$ cat src/logic/frt_regs.svh
// Functional notes
// - counter ticks on cpu clock divided by 2, 4 or 8, or external edge
// - write to either counter low byte reloads count with FFFC
// - reset count is FFFC, the only reload value in all modes
// - main and alternate counts read alike; alternate low never clears overflow
// - high byte read first buffers low byte until low byte is read
// - lone low byte read after a completed pair returns live low byte
// - wrap from FFFF to 0000 sets overflow flag
// - overflow request needs enable and cpu unmask, else stays pending
// - overflow flag clears on status read then main low byte access
// - counter runs in wait, stops in halt, resumes held count
// - both clock select bits one picks external clock with edge select
// - capture edge copies count into capture value and sets capture flag
// - each capture input has its own edge select bit
// - one shared capture enable; request pending until enabled and unmasked
// - capture flag clears on status read then capture low byte access
// - capture high byte read blocks capture until low byte read
// - capture value always holds the most recent capture
// - in one-pulse or pwm mode only capture two works normally
// - capture two input always connected, capture one only outside one-pulse and pwm mode; outputs not fed back
// - each tick compares both compare values, match sets flag; request needs enable and cpu unmask
// - compare values software only, reset to 8000
// - match with output enabled drives level bit to pin; pin low in reset
// - compare high byte write suspends compare until low byte written
`ifndef FRT_REGS_SVH
`define FRT_REGS_SVH
`define FRT_CTL1      4'h0
`define FRT_CTL2      4'h1
`define FRT_STATUS    4'h2
`define FRT_CAP1_HI   4'h3
`define FRT_CAP1_LO   4'h4
`define FRT_CMP1_HI   4'h5
`define FRT_CMP1_LO   4'h6
`define FRT_CNT_HI    4'h7
`define FRT_CNT_LO    4'h8
`define FRT_ACNT_HI   4'h9
`define FRT_ACNT_LO   4'hA
`define FRT_CAP2_HI   4'hB
`define FRT_CAP2_LO   4'hC
`define FRT_CMP2_HI   4'hD
`define FRT_CMP2_LO   4'hE
// control one bits
`define C1_CAP_IE     7
`define C1_CMP_IE     6
`define C1_OVF_IE     5
`define C1_LVL2       2
`define C1_EDGE1      1
`define C1_LVL1       0
// control two bits
`define C2_OUT1_EN    7
`define C2_OUT2_EN    6
`define C2_OPM        5
`define C2_PWM        4
`define C2_CS_HI      3
`define C2_CS_LO      2
`define C2_EDGE2      1
`define C2_EXT_EDGE   0
// status bits
`define ST_CAP1       7
`define ST_CMP1       6
`define ST_OVF        5
`define ST_CAP2       4
`define ST_CMP2       3
`define CNT_RESET     16'hFFFC
`define CMP_RESET     16'h8000
`define EXT_MIN_GAP   4
`endif

$ cat src/logic/frt_pkg.sv
package frt_pkg;
  typedef logic [3:0] reg_addr_t;
  typedef logic [7:0] byte_t;
  typedef enum logic [1:0] {
    CS_DIV4 = 2'b00,
    CS_DIV2 = 2'b01,
    CS_DIV8 = 2'b10,
    CS_EXT  = 2'b11
  } clk_sel_t;
endpackage : frt_pkg

$ cat src/logic/frt_timer.sv
// The implementer's own choices: the placing of the registers and strobed register access.
`timescale 1ns/10ps
`default_nettype none
`include "frt_regs.svh"
module frt_timer (
  // clock and reset
  input  wire logic            I_CLK,
  input  wire logic            I_RST,
  // register port
  input  wire frt_pkg::reg_addr_t I_ADDR,
  input  wire frt_pkg::byte_t  I_WDATA,
  input  wire logic            I_WR,
  input  wire logic            I_RD,
  output logic [7:0]           O_RDATA,
  // cpu state
  input  wire logic            I_CPU_UNMASK,
  input  wire logic            I_HALT,
  // pins
  input  wire logic            I_EXT_CLOCK_PIN,
  input  wire logic            I_CAPTURE_INPUT_ONE,
  input  wire logic            I_CAPTURE_INPUT_TWO,
  output logic                 O_COMPARE_OUTPUT_PIN1,
  output logic                 O_COMPARE_OUTPUT_PIN2,
  output logic                 O_COMPARE_OE1,
  output logic                 O_COMPARE_OE2,
  // interrupt requests
  output logic                 O_OVF_IRQ,
  output logic                 O_CAP_IRQ,
  output logic                 O_CMP_IRQ
);
  import frt_pkg::*;

  logic [7:0]  ctl1_ff;
  logic [7:0]  ctl2_ff;
  logic [15:0] count_ff;
  logic [2:0]  presc_ff;
  logic [2:0]  ext_sync_ff;
  logic [2:0]  cap_sync1_ff;
  logic [2:0]  cap_sync2_ff;
  logic        overflow_flag_ff;
  logic [1:0]  capture_flag_ff;
  logic [1:0]  compare_flag_ff;
  logic [15:0] capture_value_ff [2];
  logic [15:0] compare_value_ff [2];
  logic [1:0]  cap_block_ff;
  logic [1:0]  cmp_hold_ff;
  logic [7:0]  low_buf_ff;
  logic        low_buf_vld_ff;
  logic [1:0]  cap_armed_ff;
  logic [1:0]  cmp_armed_ff;
  logic        ovf_armed_ff;
  logic [7:0]  rdata_ff;
  logic [1:0]  pin_ff;
  logic [1:0]  oe_ff;
  logic        ovf_irq_ff;
  logic        cap_irq_ff;
  logic        cmp_irq_ff;

  clk_sel_t    clk_sel;
  logic        tick;
  logic        ext_edge;
  logic        cnt_lo_wr;
  logic        pulse_mode;
  logic [15:0] nxt_count;
  logic [1:0]  cap_edge;
  logic [1:0]  cap_edge_sel;
  logic [1:0]  cap_active;
  logic [1:0]  cmp_match;
  logic        st_rd;

  assign clk_sel      = clk_sel_t'(ctl2_ff[`C2_CS_HI:`C2_CS_LO]);
  assign pulse_mode   = ctl2_ff[`C2_OPM] | ctl2_ff[`C2_PWM];
  assign st_rd        = I_RD && (I_ADDR == `FRT_STATUS);
  assign cnt_lo_wr    = I_WR && (I_ADDR == `FRT_CNT_LO || I_ADDR == `FRT_ACNT_LO);
  assign cap_edge_sel = {ctl2_ff[`C2_EDGE2], ctl1_ff[`C1_EDGE1]};
  assign cap_active   = {1'b1, ~pulse_mode};

  // pin synchronisers: bit0 first stage, bit1 second, bit2 history
  always_ff @(posedge I_CLK) begin
    if (I_RST) begin
      ext_sync_ff  <= 3'h0;
      cap_sync1_ff <= 3'h0;
      cap_sync2_ff <= 3'h0;
    end else begin
      ext_sync_ff  <= {ext_sync_ff[1:0], I_EXT_CLOCK_PIN};
      cap_sync1_ff <= {cap_sync1_ff[1:0], I_CAPTURE_INPUT_ONE};
      cap_sync2_ff <= {cap_sync2_ff[1:0], I_CAPTURE_INPUT_TWO};
    end
  end

  // external active edge; rising when edge select is one
  assign ext_edge = ctl2_ff[`C2_EXT_EDGE] ? (ext_sync_ff[1] & ~ext_sync_ff[2])
                                          : (~ext_sync_ff[1] & ext_sync_ff[2]);
  assign cap_edge[0] = cap_edge_sel[0] ? (cap_sync1_ff[1] & ~cap_sync1_ff[2])
                                       : (~cap_sync1_ff[1] & cap_sync1_ff[2]);
  assign cap_edge[1] = cap_edge_sel[1] ? (cap_sync2_ff[1] & ~cap_sync2_ff[2])
                                       : (~cap_sync2_ff[1] & cap_sync2_ff[2]);

  // prescaler
  always_ff @(posedge I_CLK) begin
    if (I_RST || cnt_lo_wr) begin
      presc_ff <= 3'h0;
    end else if (!I_HALT) begin
      presc_ff <= presc_ff + 3'h1;
    end
  end

  always_comb begin
    case (clk_sel)
      CS_DIV2: tick = presc_ff[0];
      CS_DIV4: tick = (presc_ff[1:0] == 2'h3);
      CS_DIV8: tick = (presc_ff == 3'h7);
      CS_EXT:  tick = ext_edge;
      default: tick = 1'b0;
    endcase
    if (I_HALT) begin
      tick = 1'b0;
    end
  end

  assign nxt_count = count_ff + 16'h0001;

  // free-running counter
  always_ff @(posedge I_CLK) begin
    if (I_RST) begin
      count_ff <= `CNT_RESET;
    end else if (cnt_lo_wr) begin
      count_ff <= `CNT_RESET;
    end else if (tick) begin
      count_ff <= nxt_count;
    end
  end

  // control registers
  always_ff @(posedge I_CLK) begin
    if (I_RST) begin
      ctl1_ff <= 8'h00;
      ctl2_ff <= 8'h00;
    end else if (I_WR && I_ADDR == `FRT_CTL1) begin
      ctl1_ff <= I_WDATA;
    end else if (I_WR && I_ADDR == `FRT_CTL2) begin
      ctl2_ff <= I_WDATA;
    end
  end

  // overflow flag with two-step clear; set wins
  always_ff @(posedge I_CLK) begin
    if (I_RST) begin
      overflow_flag_ff <= 1'b0;
      ovf_armed_ff     <= 1'b0;
    end else begin
      if (tick && count_ff == 16'hFFFF && !cnt_lo_wr) begin
        overflow_flag_ff <= 1'b1;
        ovf_armed_ff     <= 1'b0;
      end else if (ovf_armed_ff && (I_ADDR == `FRT_CNT_LO) && (I_RD || I_WR)) begin
        overflow_flag_ff <= 1'b0;
        ovf_armed_ff     <= 1'b0;
      end else if (st_rd && overflow_flag_ff) begin
        ovf_armed_ff <= 1'b1;
      end
    end
  end

  // two-byte counter read buffer, shared by main and alternate
  always_ff @(posedge I_CLK) begin
    if (I_RST) begin
      low_buf_ff     <= 8'h00;
      low_buf_vld_ff <= 1'b0;
    end else if (I_RD && (I_ADDR == `FRT_CNT_HI || I_ADDR == `FRT_ACNT_HI)) begin
      if (!low_buf_vld_ff) begin
        low_buf_ff     <= count_ff[7:0];
        low_buf_vld_ff <= 1'b1;
      end
    end else if (I_RD && (I_ADDR == `FRT_CNT_LO || I_ADDR == `FRT_ACNT_LO)) begin
      low_buf_vld_ff <= 1'b0;
    end
  end

  // capture and compare channels
  genvar g;
  generate
    for (g = 0; g < 2; g++) begin : g_chan
      localparam reg_addr_t CAP_HI = (g == 0) ? `FRT_CAP1_HI : `FRT_CAP2_HI;
      localparam reg_addr_t CAP_LO = (g == 0) ? `FRT_CAP1_LO : `FRT_CAP2_LO;
      localparam reg_addr_t CMP_HI = (g == 0) ? `FRT_CMP1_HI : `FRT_CMP2_HI;
      localparam reg_addr_t CMP_LO = (g == 0) ? `FRT_CMP1_LO : `FRT_CMP2_LO;
      logic cap_fire;
      logic cap_lo_acc;
      logic cmp_lo_acc;
      logic lvl;
      logic out_en;

      assign cap_fire   = cap_edge[g] & cap_active[g] & ~cap_block_ff[g];
      assign cap_lo_acc = (I_ADDR == CAP_LO) && (I_RD || I_WR);
      assign cmp_lo_acc = (I_ADDR == CMP_LO) && (I_RD || I_WR);
      assign cmp_match[g] = tick && !cmp_hold_ff[g]
                            && (count_ff == compare_value_ff[g]);
      assign lvl    = (g == 0) ? ctl1_ff[`C1_LVL1] : ctl1_ff[`C1_LVL2];
      assign out_en = (g == 0) ? ctl2_ff[`C2_OUT1_EN] : ctl2_ff[`C2_OUT2_EN];

      always_ff @(posedge I_CLK) begin
        if (I_RST) begin
          capture_value_ff[g] <= 16'h0000;
          capture_flag_ff[g]  <= 1'b0;
          cap_armed_ff[g]     <= 1'b0;
          cap_block_ff[g]     <= 1'b0;
        end else begin
          if (cap_fire) begin
            capture_value_ff[g] <= count_ff;
          end
          if (I_RD && I_ADDR == CAP_HI) begin
            cap_block_ff[g] <= 1'b1;
          end else if (I_RD && I_ADDR == CAP_LO) begin
            cap_block_ff[g] <= 1'b0;
          end
          if (cap_fire) begin
            capture_flag_ff[g] <= 1'b1;
            cap_armed_ff[g]    <= 1'b0;
          end else if (cap_armed_ff[g] && cap_lo_acc) begin
            capture_flag_ff[g] <= 1'b0;
            cap_armed_ff[g]    <= 1'b0;
          end else if (st_rd && capture_flag_ff[g]) begin
            cap_armed_ff[g] <= 1'b1;
          end
        end
      end

      always_ff @(posedge I_CLK) begin
        if (I_RST) begin
          compare_value_ff[g] <= `CMP_RESET;
          cmp_hold_ff[g]      <= 1'b0;
        end else if (I_WR && I_ADDR == CMP_HI) begin
          compare_value_ff[g][15:8] <= I_WDATA;
          cmp_hold_ff[g]            <= 1'b1;
        end else if (I_WR && I_ADDR == CMP_LO) begin
          compare_value_ff[g][7:0] <= I_WDATA;
          cmp_hold_ff[g]           <= 1'b0;
        end
      end

      always_ff @(posedge I_CLK) begin
        if (I_RST) begin
          compare_flag_ff[g] <= 1'b0;
          cmp_armed_ff[g]    <= 1'b0;
          pin_ff[g]          <= 1'b0;
          oe_ff[g]           <= 1'b0;
        end else begin
          oe_ff[g] <= out_en;
          if (cmp_match[g] && out_en) begin
            pin_ff[g] <= lvl;
          end
          if (cmp_match[g]) begin
            compare_flag_ff[g] <= 1'b1;
            cmp_armed_ff[g]    <= 1'b0;
          end else if (cmp_armed_ff[g] && cmp_lo_acc) begin
            compare_flag_ff[g] <= 1'b0;
            cmp_armed_ff[g]    <= 1'b0;
          end else if (st_rd && compare_flag_ff[g]) begin
            cmp_armed_ff[g] <= 1'b1;
          end
        end
      end
    end
  endgenerate

  // interrupt requests, pending until enabled and unmasked
  always_ff @(posedge I_CLK) begin
    if (I_RST) begin
      ovf_irq_ff <= 1'b0;
      cap_irq_ff <= 1'b0;
      cmp_irq_ff <= 1'b0;
    end else begin
      ovf_irq_ff <= overflow_flag_ff & ctl1_ff[`C1_OVF_IE] & I_CPU_UNMASK;
      cap_irq_ff <= (|capture_flag_ff) & ctl1_ff[`C1_CAP_IE] & I_CPU_UNMASK;
      cmp_irq_ff <= (|compare_flag_ff) & ctl1_ff[`C1_CMP_IE] & I_CPU_UNMASK;
    end
  end

  // read data, one cycle after the strobe
  always_ff @(posedge I_CLK) begin
    if (I_RST) begin
      rdata_ff <= 8'h00;
    end else if (I_RD) begin
      case (I_ADDR)
        `FRT_CTL1:    rdata_ff <= ctl1_ff;
        `FRT_CTL2:    rdata_ff <= ctl2_ff;
        `FRT_STATUS:  rdata_ff <= {capture_flag_ff[0], compare_flag_ff[0], overflow_flag_ff,
                                   capture_flag_ff[1], compare_flag_ff[1], 3'h0};
        `FRT_CAP1_HI: rdata_ff <= capture_value_ff[0][15:8];
        `FRT_CAP1_LO: rdata_ff <= capture_value_ff[0][7:0];
        `FRT_CMP1_HI: rdata_ff <= compare_value_ff[0][15:8];
        `FRT_CMP1_LO: rdata_ff <= compare_value_ff[0][7:0];
        `FRT_CAP2_HI: rdata_ff <= capture_value_ff[1][15:8];
        `FRT_CAP2_LO: rdata_ff <= capture_value_ff[1][7:0];
        `FRT_CMP2_HI: rdata_ff <= compare_value_ff[1][15:8];
        `FRT_CMP2_LO: rdata_ff <= compare_value_ff[1][7:0];
        `FRT_CNT_HI, `FRT_ACNT_HI: rdata_ff <= count_ff[15:8];
        `FRT_CNT_LO, `FRT_ACNT_LO: rdata_ff <= low_buf_vld_ff ? low_buf_ff
                                                              : count_ff[7:0];
        default:      rdata_ff <= 8'h00;
      endcase
    end
  end

  assign O_RDATA               = rdata_ff;
  assign O_COMPARE_OUTPUT_PIN1 = pin_ff[0];
  assign O_COMPARE_OUTPUT_PIN2 = pin_ff[1];
  assign O_COMPARE_OE1         = oe_ff[0];
  assign O_COMPARE_OE2         = oe_ff[1];
  assign O_OVF_IRQ             = ovf_irq_ff;
  assign O_CAP_IRQ             = cap_irq_ff;
  assign O_CMP_IRQ             = cmp_irq_ff;
endmodule : frt_timer
`default_nettype wire

$ cat config.mk
export PLATFORM = sky130hd
export DESIGN_NAME = frt_timer
export DESIGN_NICKNAME = d
export VERILOG_FILES = /design/src/logic/frt_pkg.sv /design/src/logic/frt_timer.sv
export VERILOG_INCLUDE_DIRS = /design/src /design/src/logic
export SDC_FILE = /design/constraint.sdc
export NUM_CORES = 1
export LEC_CHECK = 0
export BUFFER_PORTS_ARGS = -buffer_cell sky130_fd_sc_hd__buf_4
export CORE_MARGIN = 1
export CORE_UTILIZATION = 61
export DETAILED_ROUTE_END_ITERATION = 10
export GPL_TIMING_DRIVEN = 0
export MAX_ROUTING_LAYER = met4
export PLACE_DENSITY_LB_ADDON = 0.08
export SLEW_MARGIN = 20
export SYNTH_ARGS = -nofsm -noshare
export SYNTH_HDL_FRONTEND = slang
export SYNTH_SLANG_ARGS = --single-unit
$ cat constraint.sdc
create_clock -name I_CLK -period 2.1 [get_ports I_CLK]
set_input_delay 0.105 -clock I_CLK [delete_from_list [all_inputs] [get_ports I_CLK]]
set_output_delay 0.105 -clock I_CLK [all_outputs]
set_load 0.02 [all_outputs]
==> results.txt <==
- Status: finished, final reports clean
- Number of iterations in the first detailed-routing pass: 7
* Clk Tree Root Cell: clkbuf_16
* Launch instance of the worst register-to-register path: low_buf_vld_ff
* Routability-driven placement congestion ratio: 0.9993
* Area added between synthesis and finish: 16.19%
- Number of storage elements in the synthesis netlist: approximately 150
- The first global-routing pass estimated 36.82 mm of wire.
* Number of distinct library cell variants in the gate-level netlist after synthesis: 66
- Detailed placement ended at an HPWL of around 18 mm.
- Based on the critical path, the design can be clocked at up to 0.4807 GHz.
* Cell breakdown of the critical path: mux2_2 > a221oi_1 > o21ai_0 > o31a_1
- The via count of the first global-routing pass is between 6000 and 7000.
* Max-slew headroom: 0.3044
* Detailed-route wire length per cell: approximately 27 µm
- Max clock buf depth: 2
- After filler insertion, the fill cell instance count of the layout stands at 810.
- Counting both buffers and inverters, the worst setup path holds a total of 0.
- Synthesis handed over a netlist of 716 instances.
- Adding up every negative setup slack in the final design gives 0 ps.
* Effective utilization at floorplan: 0.6288
* Syn. warnings: 0
* DRC violations left: 0
* Worst-Margin Slew: 1041 ps
- CTS built an H-tree with a depth of 4.
* Global routing usage summed across all routing layers: 0.4275
- Port bufs: 32
- TritonCTS created 17 clock buffers.
- P_leak: 0.003185 µW
- Most common flop cell mapped by yosys: dfxtp_1
* Synthesized area: 7211 µm²
* Number of antenna violations at the first check in global routing: 0
- Later-pin clock latency in the skew report: 430 ps
* Final-layout worst hold slack: ~7.5 ps
- TritonCTS clock tree: yes
- Row generation in the floorplan step produced 39 rows.
* Setup violation total in the final timing report: 0
* Area of the core: 11470 µm²
- Critical path endpoint category: register
- Number of flops mapped to enable cells by yosys: 64
* First-iteration detailed-routing DRC count: 855
- Measured along the x axis, the die boundary spans roughly 110 µm.
- I/O pins: 36
- In the final design database the tool counted 799 nets.
* Worst clock skew: 5.846 ps
- Summed over all layers, the global routing overflow is 0.
- The clock drives around 150 sinks.
- Max-cap violations: 0
- On the critical path the largest part of the delay comes from compound AO/OA/AOI/OAI gates.
- The floorplan step defined a die boundary enclosing 12260 µm².
* Final period demand of the worst path: about 2100 ps
* Peak per-stage delay on the critical path: ~590 ps
- For this block, the via count after detailed routing is 6268.
- The die is 110.7 µm tall.
- Fraction of final layout cells sized beyond drive strength 1: 0.1421
- Clock slew seen by the registers of the worst setup and hold paths: 60 ps
* Largest net degree at the start of global routing: 18
- For this run, asynchronously set or reset flops after synthesis account for 0.
* Path class of the lowest-slack min-delay path: in2reg
* Worst Setup Path Type: reg2reg
- Ratio of final minimum period to clock period: 0.9906
- Net count after synthesis: 740
- Dividing the synthesized area by the synthesized cell count gives 10.07 µm².
* Data arrival at the endpoint of the critical path: 2400 ps
- Biggest fanout along the worst timing path: 10
* Data required time at the worst endpoint: 2420 ps
* Max-slew violation count: 0
- The final layout contains routed wiring with a total length of 24.92 mm.
- PnR Total Power: 6815 µW
- At the end of the flow the core is filled with cells to 0.7306.
- Startpoint of the most critical setup path: low_buf_vld_ff
* Hold Fails Final Rpt: 0
- Routed via count divided by cell count: slightly below 7
* Crit start category: register
* Highest-delay cell along the critical path: dfxtp_1
* Fin area: 8378 µm²
* Start point of the worst hold path: I_WDATA[5]
* Antenna viol nets, final: 0
- Largest vdd supply drop: 649.7 µV
- After detailed placement, the total cell area comes to 7630 µm².
- Portion of the post-synthesis area used by sequential elements: 0.4942
- Power density of the placed cells: 813.4 nW/µm²
* Antenna cell count: 0
[power breakdown]
group / internal, µW / switching [µW] / leakage, µW / total [µW]
sequential: 3070 / 84.7 / 0.00130 / 3150
combinational: 198 / 366 / 0.00158 / 564
clock: 1880 / 1220 / 0.000299 / 3100
total: 5150 / 1670 / 0.00319 / 6810
[placed cells by master (no fill, tap or decap), types with 6 or more instances in the layout]
cell type / count
buf_2: 18
clkbuf_1: 18
nor2b_1: 14
nand2b_1: 17
and3_1: 8
a22oi_1: 7
o31ai_1: 6
nor3_1: 17
edfxtp_1: 64
nor4_1: 9
clkbuf_16: 18
dlygate4sd3_1: 9
nand3_1: 19
nand2_1: 40
inv_1: 21
a221oi_1: 8
nand3b_1: 8
and2_1: 60
nand4_1: 13
a31oi_1: 7
xor2_1: 34
a21oi_1: 19
dfxtp_1: 81
xnor2_1: 9
buf_4: 37
mux2i_1: 44
nor2_1: 53
o21ai_0: 27
[final cells by class]
class	count	area [µm²]	share of cell area
clock buffer	20	478.0	0.05705
multi-input combinational	499	3366	0.4017
tap	143	178.9	0.02136
inverter	21	78.83	0.009409
buffer	47	239.0	0.02852
timing repair buffer	43	345.3	0.04122
clock inverter	12	127.6	0.01523
sequential	146	3565	0.4255
[Yosys cell counts (3+ instances only)]
| cell | number | share of area |
|---|---|---|
| edfxtp_1 | 64 | 0.27 |
| ha_1 | 3 | 0.0052 |
| nand4_1 | 13 | 0.011 |
| inv_1 | 21 | 0.011 |
| o21ai_0 | 28 | 0.019 |
| a221oi_1 | 8 | 0.0097 |
| dfxtp_1 | 82 | 0.23 |
| buf_2 | 21 | 0.015 |
| a22oi_1 | 7 | 0.0073 |
| and3_1 | 8 | 0.0069 |
| nand4b_1 | 5 | 0.0061 |
| nor4_1 | 10 | 0.0087 |
| nor2b_1 | 14 | 0.012 |
| xor2_1 | 34 | 0.041 |
| a21oi_1 | 19 | 0.013 |
| nor3b_1 | 4 | 0.0042 |
| nor3_1 | 17 | 0.012 |
| and2_1 | 60 | 0.052 |
| mux2i_1 | 44 | 0.061 |
| o211ai_1 | 3 | 0.0031 |
| or3_1 | 5 | 0.0043 |
| a31oi_1 | 7 | 0.0061 |
| nand2b_1 | 18 | 0.016 |
| a21o_1 | 4 | 0.0042 |
| o31ai_1 | 6 | 0.0062 |
| xnor2_1 | 9 | 0.011 |
| mux2_2 | 5 | 0.0078 |
| buf_4 | 3 | 0.0031 |
| nand3_1 | 19 | 0.013 |
| clkbuf_1 | 24 | 0.012 |
| nand3b_1 | 8 | 0.0083 |
| nand2_1 | 40 | 0.021 |
| o21bai_1 | 3 | 0.0031 |
| o32ai_1 | 4 | 0.0049 |
| nor2_1 | 53 | 0.028 |
[per-layer routing]
layer,GRT usage,share of wire
met3,0.09513,0.12
met4,0.2560,0.063
met1,0.5416,0.38
met5,-,0
met2,0.6290,0.44
[metrics by stage]
step / cells / worst slack [ps]
finish: 931 / 19.67
global placement: 891 / -448.6
CTS: 931 / 10.55
detailed placement: 891 / -502.8
floorplan: 716 / 233.3
global route: 931 / -3.276
[flip-flops by register name, indices dropped and copies added (netlist names), 2 cells and up]
signal            flops
cap_armed_ff          2
compare_flag_ff       2
capture_value_ff     32
cmp_hold_ff           2
ctl1_ff               8
cmp_armed_ff          2
presc_ff              3
compare_value_ff     32
capture_flag_ff       2
cap_sync1_ff          3
cap_block_ff          2
ext_sync_ff           3
O_RDATA               8
count_ff             16
ctl2_ff               8
low_buf_ff            8
cap_sync2_ff          3
[worst paths after layout]
kind                           to  slack (ps)  cells past startpoint
setup / recovery       O_RDATA[5]          20                      4
hold / removal         ctl2_ff[5]           8                      3
setup reg to reg       O_RDATA[5]          20                      4
hold reg to reg   cap_sync2_ff[1]         460                      1
[cell families (layout without fill, tap and decap cells)]
group	count (synthesis)	after routing	share of synthesized area
buffers and inverters	71	143	0.04217
adder cells (fa/ha/maj)	3	3	0.005206
AO/OA/AOI/OAI	111	111	0.1048
AND/OR/NAND/NOR	291	291	0.2263
XOR/XNOR	43	43	0.05223
flip-flops	146	146	0.4942
multiplexers	51	51	0.07513
[worst register-to-register path: stages (launching register included)]
cell	delay [ps]
dfxtp_1	590
mux2_2	420
a221oi_1	470
o21ai_0	170
o31a_1	320
[what timing repair did]
action | in CTS | in global routing
hold buffers | 9 | 0
hold endpoints to repair | 12 | 0
setup endpoints to repair | 34 | 17
gates resized for setup | 6 | 17
pin swaps | 1 | 3
setup buffers | 1 | 1
(Power assumes the default switching activity.)
